<file path="config.mk">
export PLATFORM = sky130hd
export DESIGN_NAME = hfc_top
export DESIGN_NICKNAME = d
export VERILOG_FILES = /design/src/verilog/hfc_pkg.sv /design/src/verilog/hfc_top.sv
export SDC_FILE = /design/constraint.sdc
export NUM_CORES = 1
export LEC_CHECK = 0
export BUFFER_PORTS_ARGS = -buffer_cell sky130_fd_sc_hd__buf_4
export CORE_UTILIZATION = 48
export DETAILED_ROUTE_END_ITERATION = 8
export HOLD_SLACK_MARGIN = 0.05
export PLACE_DENSITY_LB_ADDON = 0.08
export SYNTH_ARGS = -nofsm -noshare
export SYNTH_HDL_FRONTEND = slang
export SYNTH_SLANG_ARGS = --single-unit
</file>
<file path="constraint.sdc">
create_clock -name i_clk -period 2.85 [get_ports i_clk]
set_clock_uncertainty 0.1 [all_clocks]
set_input_delay 0.1425 -clock i_clk [delete_from_list [all_inputs] [get_ports i_clk]]
set_output_delay 0.1425 -clock i_clk [all_outputs]
set_load 0.02 [all_outputs]
</file>
<file path="src/verilog/hfc_pkg.sv">
// Constants for the HDLC FIFO control, status and interrupt mask block.
// Assumes a Wishbone slave with byte address = 4 * register index.
package hfc_pkg;
  // Register indexes; byte address is four times the index
  localparam logic [7:0] HFC_IDX_STATUS = 8'h14;
  localparam logic [7:0] HFC_IDX_CTRL2 = 8'h15;
  localparam logic [7:0] HFC_IDX_MASK = 8'h16;
  localparam logic [7:0] HFC_IDX_INTR = 8'h17;
  localparam logic [7:0] HFC_IDX_TXDATA = 8'h20;
  // Control two fields
  localparam int HFC_C_INTSEL = 7;
  localparam int HFC_C_CYCLE = 6;
  localparam int HFC_C_CRCINH = 5;
  localparam int HFC_C_ADDR7 = 4;
  localparam int HFC_C_RXFRST = 1;
  localparam int HFC_C_TXFRST = 0;
  // Interrupt register fields
  localparam int HFC_I_GA = 7;
  localparam int HFC_I_RXEOP = 6;
  localparam int HFC_I_TXEOP = 5;
  localparam int HFC_I_EOPRD = 4;
  localparam int HFC_I_TXLOW = 3;
  localparam int HFC_I_ABUND = 2;
  localparam int HFC_I_RXFULL = 1;
  localparam int HFC_I_RXOVF = 0;
  // Reset values
  localparam logic [7:0] HFC_CTRL2_RST = 8'h00;
  localparam logic [7:0] HFC_MASK_RST = 8'h00;
  localparam logic [7:0] HFC_INTR_RST = 8'h00;
  // Control bits that software may set; reserved bits 3 and 2 excluded
  localparam logic [7:0] HFC_CTRL2_WMASK = 8'hf3;
  // Least packet length before an abort counts
  localparam logic [7:0] HFC_ABORT_MIN_BITS = 8'h1a;
  // Receive FIFO status codes
  localparam logic [1:0] HFC_RX_EMPTY = 2'h0;
  localparam logic [1:0] HFC_RX_BELOW = 2'h1;
  localparam logic [1:0] HFC_RX_ABOVE = 2'h3;
endpackage

</file>
<file path="src/verilog/hfc_top.sv">
// HDLC FIFO control, receive status and interrupt masking, Wishbone slave.
// Assumes the HDLC transmitter, receiver and RX FIFO run on i_clk and
// drive the event and level inputs directly; no synchronisers needed.
// Notes on behaviour
// RL1: Status bits 1:0 give RX FIFO state; 00 when it is empty.
// RL2: Code 01 when RX FIFO holds bytes but fewer than threshold.
// RL3: Code 11 when stored RX bytes reach or exceed threshold.
// RL4: Control bit 7 picks TX underrun or frame abort for interrupt bit 2.
// RL5: Control bit 6 makes the transmit byte count cycle repeatedly.
// RL6: Control bit 5 stops the transmitter appending its CRC.
// RL7: Control bit 4 enables seven-bit address match, address bit 0 set.
// RL8: Software writes zero to reserved control bits 3 and 2.
// RL9: Control bit 1 empties RX FIFO, receiver off until next flag.
// RL10: RX FIFO reset clears pointers and status, never stored data.
// RL11: Control bit 0 empties TX FIFO without clearing stored data.
// RL12: TX FIFO reset bit clears on the next write into the TX FIFO.
// RL13: Mask bits gate interrupt sources; masked sources still set flags.
// RL14: Mask bit 0 disables its source, 1 enables it.
// RL15: Mask register resets to all zeros.
// RL16: Interrupt flags clear when software reads the interrupt register.
// RL17: Underrun flags a transmitter read from an empty TX FIFO.
// RL18: Frame abort counts only after at least 26 packet bits.
// RL19: Interrupt request high while any flag and its mask bit are set.
`timescale 1ns/1ps
`default_nettype none
module hfc_top (
  input wire logic i_clk, // 250 MHz clock
  input wire logic i_nrst, // Async reset, active low
  input wire logic i_ce, // Clock enable, freezes state when low
  // Wishbone classic slave
  input wire logic i_wb_cyc, // Bus cycle
  input wire logic i_wb_stb, // Strobe
  input wire logic i_wb_we, // Write enable
  input wire logic [9:2] i_wb_adr, // Word address (register index)
  input wire logic [3:0] i_wb_sel, // Byte lanes
  input wire logic [31:0] i_wb_dat, // Write data
  output logic [31:0] o_wb_dat, // Read data
  output logic o_wb_ack, // Acknowledge
  // Receive side
  input wire logic [7:0] i_rx_count, // Bytes held in RX FIFO
  input wire logic [7:0] i_rx_threshold, // RX FIFO status threshold
  input wire logic i_rx_flag_seen, // Receiver saw a flag sequence
  input wire logic i_rx_abort, // Receiver saw an abort, pulse
  input wire logic [7:0] i_rx_bit_count, // Bits of packet so far
  input wire logic i_go_ahead_seen, // Go-ahead detected, pulse
  input wire logic i_rx_packet_end, // EOP byte stored, pulse
  input wire logic i_last_byte_read, // Last byte about to be read, pulse
  input wire logic i_rx_fifo_full, // RX FIFO above full level, pulse
  input wire logic i_rx_overflow, // RX FIFO overflow, pulse
  output logic o_rx_fifo_flush, // Reset RX FIFO pointers
  output logic o_rx_enable, // Receiver enabled
  output logic o_rx_addr7, // Seven-bit address recognition
  // Transmit side
  input wire logic i_tx_ready, // Transmitter takes a byte
  input wire logic i_tx_packet_done, // Closing flag sent, pulse
  input wire logic i_tx_fifo_low, // TX FIFO below low level, pulse
  output logic [7:0] o_tx_data, // Head byte for transmitter
  output logic o_tx_valid, // Head byte valid
  output logic o_tx_cycle, // Cycle transmit byte count
  output logic o_tx_crc_inhibit, // Do not append CRC
  output logic o_irq // Interrupt request, active high
);
  import hfc_pkg::*;

  typedef struct packed {
    logic ack;
    logic [31:0] rdat;
    logic [7:0] ctrl;
    logic [7:0] mask;
    logic [7:0] intr;
    logic rx_en;
    logic [7:0] e0;
    logic [7:0] e1;
    logic [1:0] cnt;
    logic tx_valid;
    logic irq;
  } hfc_state_t;

  hfc_state_t st;
  hfc_state_t next_st;

  // Receive FIFO status code from fill level and threshold
  function automatic logic [1:0] hfc_rx_code(input logic [7:0] cnt,
                                             input logic [7:0] thr,
                                             input logic flush);
    if (flush || cnt == 8'h00) begin
      hfc_rx_code = HFC_RX_EMPTY; // RL1 RL9
    end else if (cnt < thr) begin
      hfc_rx_code = HFC_RX_BELOW; // RL2
    end else begin
      hfc_rx_code = HFC_RX_ABOVE; // RL3
    end
  endfunction

  logic req;
  logic wr;
  logic rd;
  logic lane0;
  logic txd_hit;
  logic tx_room;
  logic tx_pop;
  logic tx_push;
  logic [7:0] ev;
  logic abort_ok;
  logic underrun;
  logic [1:0] cnt_after_pop;

  always_comb begin
    next_st = st;
    req = i_wb_cyc && i_wb_stb && !st.ack;
    wr = req && i_wb_we;
    rd = req && !i_wb_we;
    lane0 = i_wb_sel[0];
    txd_hit = (i_wb_adr == HFC_IDX_TXDATA);
    // Full buffer holds the bus write until the transmitter drains
    tx_room = (st.cnt != 2'h2) || i_tx_ready;
    tx_pop = st.tx_valid && i_tx_ready;
    tx_push = wr && txd_hit && lane0 && tx_room;
    underrun = i_tx_ready && !st.tx_valid; // RL17
    abort_ok = i_rx_abort && (i_rx_bit_count >= HFC_ABORT_MIN_BITS); // RL18

    // Event sources in interrupt register order
    ev = 8'h00;
    ev[HFC_I_GA] = i_go_ahead_seen;
    ev[HFC_I_RXEOP] = i_rx_packet_end;
    ev[HFC_I_TXEOP] = i_tx_packet_done;
    ev[HFC_I_EOPRD] = i_last_byte_read;
    ev[HFC_I_TXLOW] = i_tx_fifo_low;
    ev[HFC_I_ABUND] = st.ctrl[HFC_C_INTSEL] ? underrun : abort_ok; // RL4
    ev[HFC_I_RXFULL] = i_rx_fifo_full;
    ev[HFC_I_RXOVF] = i_rx_overflow;

    // Bus answer: one cycle after the request, or later for a full buffer
    next_st.ack = 1'b0;
    next_st.rdat = 32'h0000_0000;
    if (req && !(i_wb_we && txd_hit && lane0 && !tx_room)) begin
      next_st.ack = 1'b1;
    end

    if (rd) begin
      case (i_wb_adr)
        HFC_IDX_STATUS: begin
          next_st.rdat[1:0] = hfc_rx_code(i_rx_count, i_rx_threshold,
                                          st.ctrl[HFC_C_RXFRST]);
        end
        HFC_IDX_CTRL2: begin
          next_st.rdat[7:0] = st.ctrl;
        end
        HFC_IDX_MASK: begin
          next_st.rdat[7:0] = st.mask;
        end
        HFC_IDX_INTR: begin
          next_st.rdat[7:0] = st.intr;
        end
        default: begin
          next_st.rdat = 32'h0000_0000;
        end
      endcase
    end

    // Sticky flags; a read clears, a same-cycle event wins
    if (rd && i_wb_adr == HFC_IDX_INTR) begin
      next_st.intr = 8'h00; // RL16
    end
    next_st.intr = next_st.intr | ev; // RL13

    if (wr && lane0) begin
      if (i_wb_adr == HFC_IDX_CTRL2) begin
        // Reserved bits kept at zero regardless of the write
        next_st.ctrl = i_wb_dat[7:0] & HFC_CTRL2_WMASK; // RL8
      end
      if (i_wb_adr == HFC_IDX_MASK) begin
        next_st.mask = i_wb_dat[7:0]; // RL14
      end
    end

    // Receiver stays off after an RX FIFO reset until a flag arrives
    if (next_st.ctrl[HFC_C_RXFRST]) begin
      next_st.rx_en = 1'b0; // RL9
    end else if (i_rx_flag_seen) begin
      next_st.rx_en = 1'b1; // RL9
    end

    // Two-entry TX buffer; head entry drives the transmitter directly
    cnt_after_pop = st.cnt;
    if (tx_pop) begin
      next_st.e0 = st.e1;
      cnt_after_pop = st.cnt - 2'h1;
    end
    if (st.ctrl[HFC_C_TXFRST]) begin
      // Only the occupancy is dropped; stored bytes stay as they were
      cnt_after_pop = 2'h0; // RL11
    end
    next_st.cnt = cnt_after_pop;
    if (tx_push) begin
      if (cnt_after_pop == 2'h0) begin
        next_st.e0 = i_wb_dat[7:0];
      end else begin
        next_st.e1 = i_wb_dat[7:0];
      end
      next_st.cnt = cnt_after_pop + 2'h1;
      next_st.ctrl[HFC_C_TXFRST] = 1'b0; // RL12
    end
    next_st.tx_valid = (next_st.cnt != 2'h0);

    next_st.irq = |(next_st.intr & next_st.mask); // RL13 RL19
  end

  always_ff @(posedge i_clk or negedge i_nrst) begin
    if (!i_nrst) begin
      st.ack <= 1'b0;
      st.rdat <= 32'h0000_0000;
      st.ctrl <= HFC_CTRL2_RST;
      st.mask <= HFC_MASK_RST; // RL15
      st.intr <= HFC_INTR_RST;
      st.rx_en <= 1'b1;
      st.e0 <= 8'h00;
      st.e1 <= 8'h00;
      st.cnt <= 2'h0;
      st.tx_valid <= 1'b0;
      st.irq <= 1'b0;
    end else if (i_ce) begin
      st <= next_st;
    end
  end

  assign o_wb_ack = st.ack;
  assign o_wb_dat = st.rdat;
  assign o_rx_fifo_flush = st.ctrl[HFC_C_RXFRST]; // RL9 RL10
  // Held as an enable so the pin needs no inverter after the flop
  assign o_rx_enable = st.rx_en; // RL9
  assign o_rx_addr7 = st.ctrl[HFC_C_ADDR7]; // RL7
  assign o_tx_data = st.e0;
  assign o_tx_valid = st.tx_valid;
  assign o_tx_cycle = st.ctrl[HFC_C_CYCLE]; // RL5
  assign o_tx_crc_inhibit = st.ctrl[HFC_C_CRCINH]; // RL6
  assign o_irq = st.irq;
endmodule // hfc_top
`default_nettype wire
</file>
* After elaboration in Yosys (flattened, before gate mapping)
Index checks and enable logic that the tools add are counted.
** Storage, ports and cells
- Register bits :: 76
- Input port bits :: 84
- Output and inout port bits :: 48
- Word-level logic and storage cells :: 80
** Cells by class
- Add/subtract/negate cells :: 2
- $lt $le $gt $ge :: 2
- Equality and inequality tests :: 6
- Multiplexer cells :: 20
- Bitwise logic cells :: 3
- Reduce and logical (&&, ||, !) cells :: 34
** Operator list (count)
- $mux W8 :: 6
- $eq A8 B5 Y1 const B :: 4
- $mux W18 :: 1
- $pmux W6 S3 :: 1
- $logic_and A1 B1 Y1 :: 16
- $mux W10 :: 1
- $mux W2 :: 5
- $reduce_and A3 Y1 :: 3
- $and A8 B8 Y8 :: 1
- $eq A8 B6 Y1 const B :: 1
- $ge A8 B5 Y1 const B :: 1
- $logic_not A8 Y1 :: 1
- $lt A8 B8 Y1 :: 1
- $or A8 B8 Y8 :: 1
- $pmux W2 S4 :: 1
- $reduce_bool A2 Y1 :: 4
- $reduce_or A8 Y1 :: 1
- $logic_not A1 Y1 :: 5
- $mux W1 :: 5
- $add A2 B1 Y2 const B :: 1
- $logic_not A2 Y1 :: 1
- $logic_or A1 B1 Y1 :: 2
- $ne A2 B2 Y1 const B :: 1
- $reduce_and A2 Y1 :: 1
- other kinds (2) :: 2

* Longest topological paths before layout
- Depth after elaboration :: 8
- Gate-level depth with buffers :: 12
- Depth with buffers taken out :: 11

* Worst setup path after synthesis
No wires, ideal clock.
- Path kind :: reg-to-reg
- From :: register st, in the netlist o_tx_valid
- To :: register st, in the netlist o_tx_data[0]
- Library setup time :: 0.077 ns
- Arrival :: 2.046 ns
- Required time :: 2.673 ns
- Setup slack :: 0.626 ns
- Cell stages (with the launch flop) :: 12
- Clock period less this slack :: 2.224 ns
- Path through :: dfrtp_1 > nand2_1 > mux2i_1 > nor2_1 > inv_1 > ha_1 > inv_1 > or3_1 > buf_6 > nand3_1 > o22ai_1 > a21oi_1
** Between the ends
- Cells in the longest elaborated chain, start to end :: 6
- Elaborated cells between the ends (all ways) :: 7
** Ends and longest elaborated chain
- start, declared :: line hfc_top.sv:79 : hfc_state_t st;
- start signal, assigned :: line hfc_top.sv:223 : st <= next_st;
- $logic_and A1 B1 Y1 * :: line hfc_top.sv:117 : tx_pop = st.tx_valid && i_tx_ready;
- $mux W2 :: line hfc_top.sv:186 : if (tx_pop) begin
- $mux W2 :: line hfc_top.sv:190 : if (st.ctrl[HFC_C_TXFRST]) begin
- $logic_not A2 Y1 :: line hfc_top.sv:196 : if (cnt_after_pop == 2'h0) begin
- $mux W8 :: line hfc_top.sv:196
- $mux W18 * :: line hfc_top.sv:195 : if (tx_push) begin
Mark *: on every way between the ends. The rest lies on a longest branch, timed or not.
A chain may end at the register's enable or synchronous reset.

* Worst setup path after layout
- From :: register st[2] (netlist name)
- To :: register st, in the netlist o_tx_data[7]
** Between the ends
- Cells in the longest elaborated chain, start to end :: 6
- Elaborated cells between the ends (all ways) :: 9
** Ends and longest elaborated chain
- $sub A2 B1 Y2 :: line hfc_top.sv:188 : cnt_after_pop = st.cnt - 2'h1;
- $mux W2 :: line hfc_top.sv:186
- $mux W2 :: line hfc_top.sv:190
- $logic_not A2 Y1 :: line hfc_top.sv:196
- $mux W8 :: line hfc_top.sv:196
- $mux W18 * :: line hfc_top.sv:195
Marked as above.

==> results.md <==
| Metric | Reported | Unit |
| --- | --- | --- |
| Run status | finished, violations left | - |
| Violations in the final reports | design-rule violations | - |
| Post-synth EDFFs | 0 | - |
| Total met2 wirelength after detailed routing | 3.47 | mm |
| RSZ-0062 raised after global routing | false | - |
| X dimension of the die | 82.7 | µm |
| Ratio of routed vias to standard cells | 5.29 | - |
| Worst vdd rail ir drop | 398 | µV |
| Total of fill cells in the finished design | 555 | - |
| Number of antenna violations at the first check in global routing | 0 | - |
| R2R setup slack | 0.34 | ns |
| Top cells by instance count after synthesis | sky130_fd_sc_hd__dfrtp_1 (51), sky130_fd_sc_hd__buf_4 (40), sky130_fd_sc_hd__mux2_2 (29) | - |
| Critical path cell sequence | inv_1 -> ha_1 -> mux2i_1 -> nor2_1 -> inv_1 -> ha_1 -> inv_1 -> or3_1 -> nand3_1 -> o22ai_1 -> a21oi_1 | - |
| Number of max-slew violations in the final report | 0 | - |
| Antenna Diode Count | 0 | - |
| Area share of the leading cell type in the synthesized netlist | 40.8 | % |
| Number of global-route vias before repair | 2,394 | - |
| Die outline area | 6840 | µm² |
| Highest Signal Layer | met4 | - |
| Slew at the pin closest to its max-slew limit | 0.665 | ns |
| Origin of the worst min-delay path | i_wb_we | - |
| Post-route DRC | 2 | - |
| Clock-pin slew on the worst setup and hold paths | 0.11 | ns |
| WL met3 | 289 | µm |
| PD cells | 517 | nW/µm² |
| DRT antenna net count | 0 | - |
| Crit path launch type | flip-flop | - |
| Combined buffer and inverter count along the critical path | 3 | - |
| Worst skew pair latency | 0.30 | ns |
| Synth warn | 0 | - |
| TritonCTS clock tree | done | - |
| Setup TNS | 0 | ns |
| PnR worst setup slack | 0.336 | ns |
| Setup Buffers After CTS | 0 | - |
| Most frequent cell after synthesis | sky130_fd_sc_hd__dfrtp_1 | - |
| Die height | 82.7 | µm |
| Type of the worst min-delay path | in -> reg | - |
| WL met1 | 3.42 | mm |
| Crit path time final | 2.51 | ns |
| Predominant post-synthesis flop cell | sky130_fd_sc_hd__dfrtp_1 | - |
| Syn Area/Cell | 10.4 | µm² |
| Launch instance of the worst register-to-register path | st[2] | - |
| Total CTS buffers | 5 | - |
| Std-Cell Rows | 29 | - |
| # Max-Cap Violations | 0 | - |
| Critical path class | reg -> reg | - |
| Avg WL per Cell | 15.9 | µm |
| FF-to-FF End | o_tx_data[7] | - |
| Distinct cells, synth | 52 | - |
| Setup crit end kind | flip-flop | - |
| CP peak stage delay | 0.54 | ns |
| Data required time of the worst path | 2.99 | ns |
| HPWL Detailed | 5.21 | mm |
| Worst slack at placement | 0.346 | ns |
| Number of port buffers | 79 | - |
| Count of TritonRoute iterations in the first routing pass | 6 | - |
| Terminating pin of the worst hold path | o_wb_dat[2] | - |
| Count of state elements after synthesis | 52 | - |
| Worst Path Max Fanout | 10 | - |
| Initial Util | 49.5 | % |
| Total global routing overflow | 0 | - |
| Clock tree sinks | 52 | - |
| PostCTS Resize Cnt | 0 | - |
| CP Data Arrival Time | 2.65 | ns |
| Post-synthesis sequential area ratio | 41.6 | % |
| Global-route wire length before repair | 11.5 | mm |
| Ys async rst share | 100 | % |
| Max Clk Rate | 398 | MHz |
| Number of H-tree levels | 2 | - |
| GRT Resource Usage Total | 22.5 | % |
| Slowest cell on the critical path | sky130_fd_sc_hd__or3_1 | - |
| Ports | 132 | - |
| Number of failing hold endpoints at the final stage | 0 | - |
| Maximum clock insertion buffer count | 2 | - |
| Library cell occupying the most area in the post-synthesis netlist | sky130_fd_sc_hd__dfrtp_1 | - |
| Proportion of layout cells with a drive suffix above 1 | 34.3 | % |
| Layout area overhead | 23.0 | % |
| Iteration-0 DRC Markers | 138 | - |
| CTS root buf | sky130_fd_sc_hd__clkbuf_8 | - |
| Final Net Count | 471 | - |
| Pin count of the biggest net entering global routing | 53 | - |
| Final weighted congestion in routability-driven placement | 0.829 | - |
| Total power draw | 1.99 | mW |
| Worst Reg2Reg Path Length in Cells | 11 | - |
| Share of the cycle needed by the critical path after routing | 88.2 | % |
| Synthesized cell area | 3130 | µm² |
| Final number of setup-violating endpoints | 0 | - |
| Final wirelength | 7.23 | mm |
| Ranking of synthesized cells by area | sky130_fd_sc_hd__dfrtp_1 (41%), sky130_fd_sc_hd__mux2_2 (10%), sky130_fd_sc_hd__buf_4 (9.6%) | - |
| LEAKAGE | 1.95 | nW |
| Cell occurring most often along the worst timing path | sky130_fd_sc_hd__inv_1 | - |
| Hold depth | 4 | - |
| Count of mapped cells out of synthesis | 302 | - |
| Family with the most delay on the worst path | simple AND/OR/NAND/NOR gates | - |
| Final-layout worst hold slack | 0.126 | ns |
| Rel. slew slack | 55.7 | % |
| Number of buffers inserted for hold repair after clock tree synthesis | 17 | - |
| Floorplan Core Area | 6310 | µm² |
| Overall via count from detail_route | 2,413 | - |
## cell type report
cell class / instances / area [µm²] / area share (%)
flip-flops and latches: 52 / 1300 / 33.8
repair buffers: 98 / 778 / 20.2
clock inverters: 3 / 46.3 / 1.20
well taps: 77 / 96.3 / 2.50
clock buffers: 5 / 68.8 / 1.79
multi-input cells: 208 / 1510 / 39.2
inverters: 13 / 48.8 / 1.27
## layer usage
| metal | vias up | GRT usage, % |
|---|---|---|
| met5 | - | 0 |
| met4 | 0 | 5.86 |
| met3 | 5 | 3.52 |
| met2 | 71 | 37.1 |
| met1 | 1154 | 30.7 |
| li1 | 1183 | - |
## metrics by stage
step / utilization (%) / instance area [µm²] / instances
3_3_place_gp: 56.4 / 3560 / 431
4_1_cts: 61.0 / 3850 / 456
6_report: 61.0 / 3850 / 456
3_5_place_dp: 56.4 / 3560 / 431
5_1_grt: 61.0 / 3850 / 456
2_1_floorplan: - / 3210 / 325
## where the power goes
part	internal, mW	switching [mW]	total (mW)
Sequential	0.804	0.0380	0.842
Clock	0.267	0.264	0.531
Combinational	0.276	0.339	0.615
Total	1.35	0.641	1.99
## logic make-up after synthesis
logic type / count (synthesis) / synth area share, %
adders and majority gates: 9 / 3.60
and+or+nand+nor: 62 / 12.2
other: 1 / 0.120
DFF: 52 / 41.6
muxes: 39 / 13.6
xor gates and xnor gates: 2 / 0.560
AOI/OAI and AO/OA: 72 / 15.3
buffers and inverters: 65 / 12.9
## worst reg2reg max path: cells and delay by family (launching register included)
family                     cells  cell delay [ns]
and+or+nand+nor                3             0.94
AOI/OAI and AO/OA              2             0.33
adders and majority gates      2             0.37
DFF                            1             0.39
buffers and inverters          3             0.20
muxes                          1             0.12
## cells in the final DEF, fill, tap and decap left out, types with 6 or more instances in the layout
cell and instances:
sky130_fd_sc_hd__conb_1 24, sky130_fd_sc_hd__buf_4 81, sky130_fd_sc_hd__mux2_2 29, sky130_fd_sc_hd__nand2_1 8, sky130_fd_sc_hd__o22ai_1 11, sky130_fd_sc_hd__a22o_1 6
sky130_fd_sc_hd__o2bb2ai_1 8, sky130_fd_sc_hd__dfrtp_1 51, sky130_fd_sc_hd__ha_1 9, sky130_fd_sc_hd__a21oi_1 25, sky130_fd_sc_hd__dlygate4sd3_1 17, sky130_fd_sc_hd__nor2_1 18
sky130_fd_sc_hd__mux2i_1 10, sky130_fd_sc_hd__inv_1 13
## how the worst max path moves through the flow
stage	slack, ns	to	cells after the start	from
after CTS	0.32	o_tx_data[7]	11	st[2]
after global placement	0.39	o_tx_data[7]	11	st[2]
after global routing	0.10	o_tx_data[2]	11	st[2]
final	0.34	o_tx_data[7]	11	st[2]
after floorplan	0.63	o_tx_data[0]	11	o_tx_valid
after detailed placement	0.35	o_tx_data[7]	11	st[2]
## state kept, by name, indices dropped and copies added, names as in the netlist
register,flops
o_irq,1
o_rx_addr7,1
o_rx_enable,1
o_rx_fifo_flush,1
o_tx_crc_inhibit,1
o_tx_cycle,1
o_tx_data,8
o_tx_valid,1
o_wb_ack,1
o_wb_dat,8
st,28
Note: power is estimated with default switching activity, not from simulation.
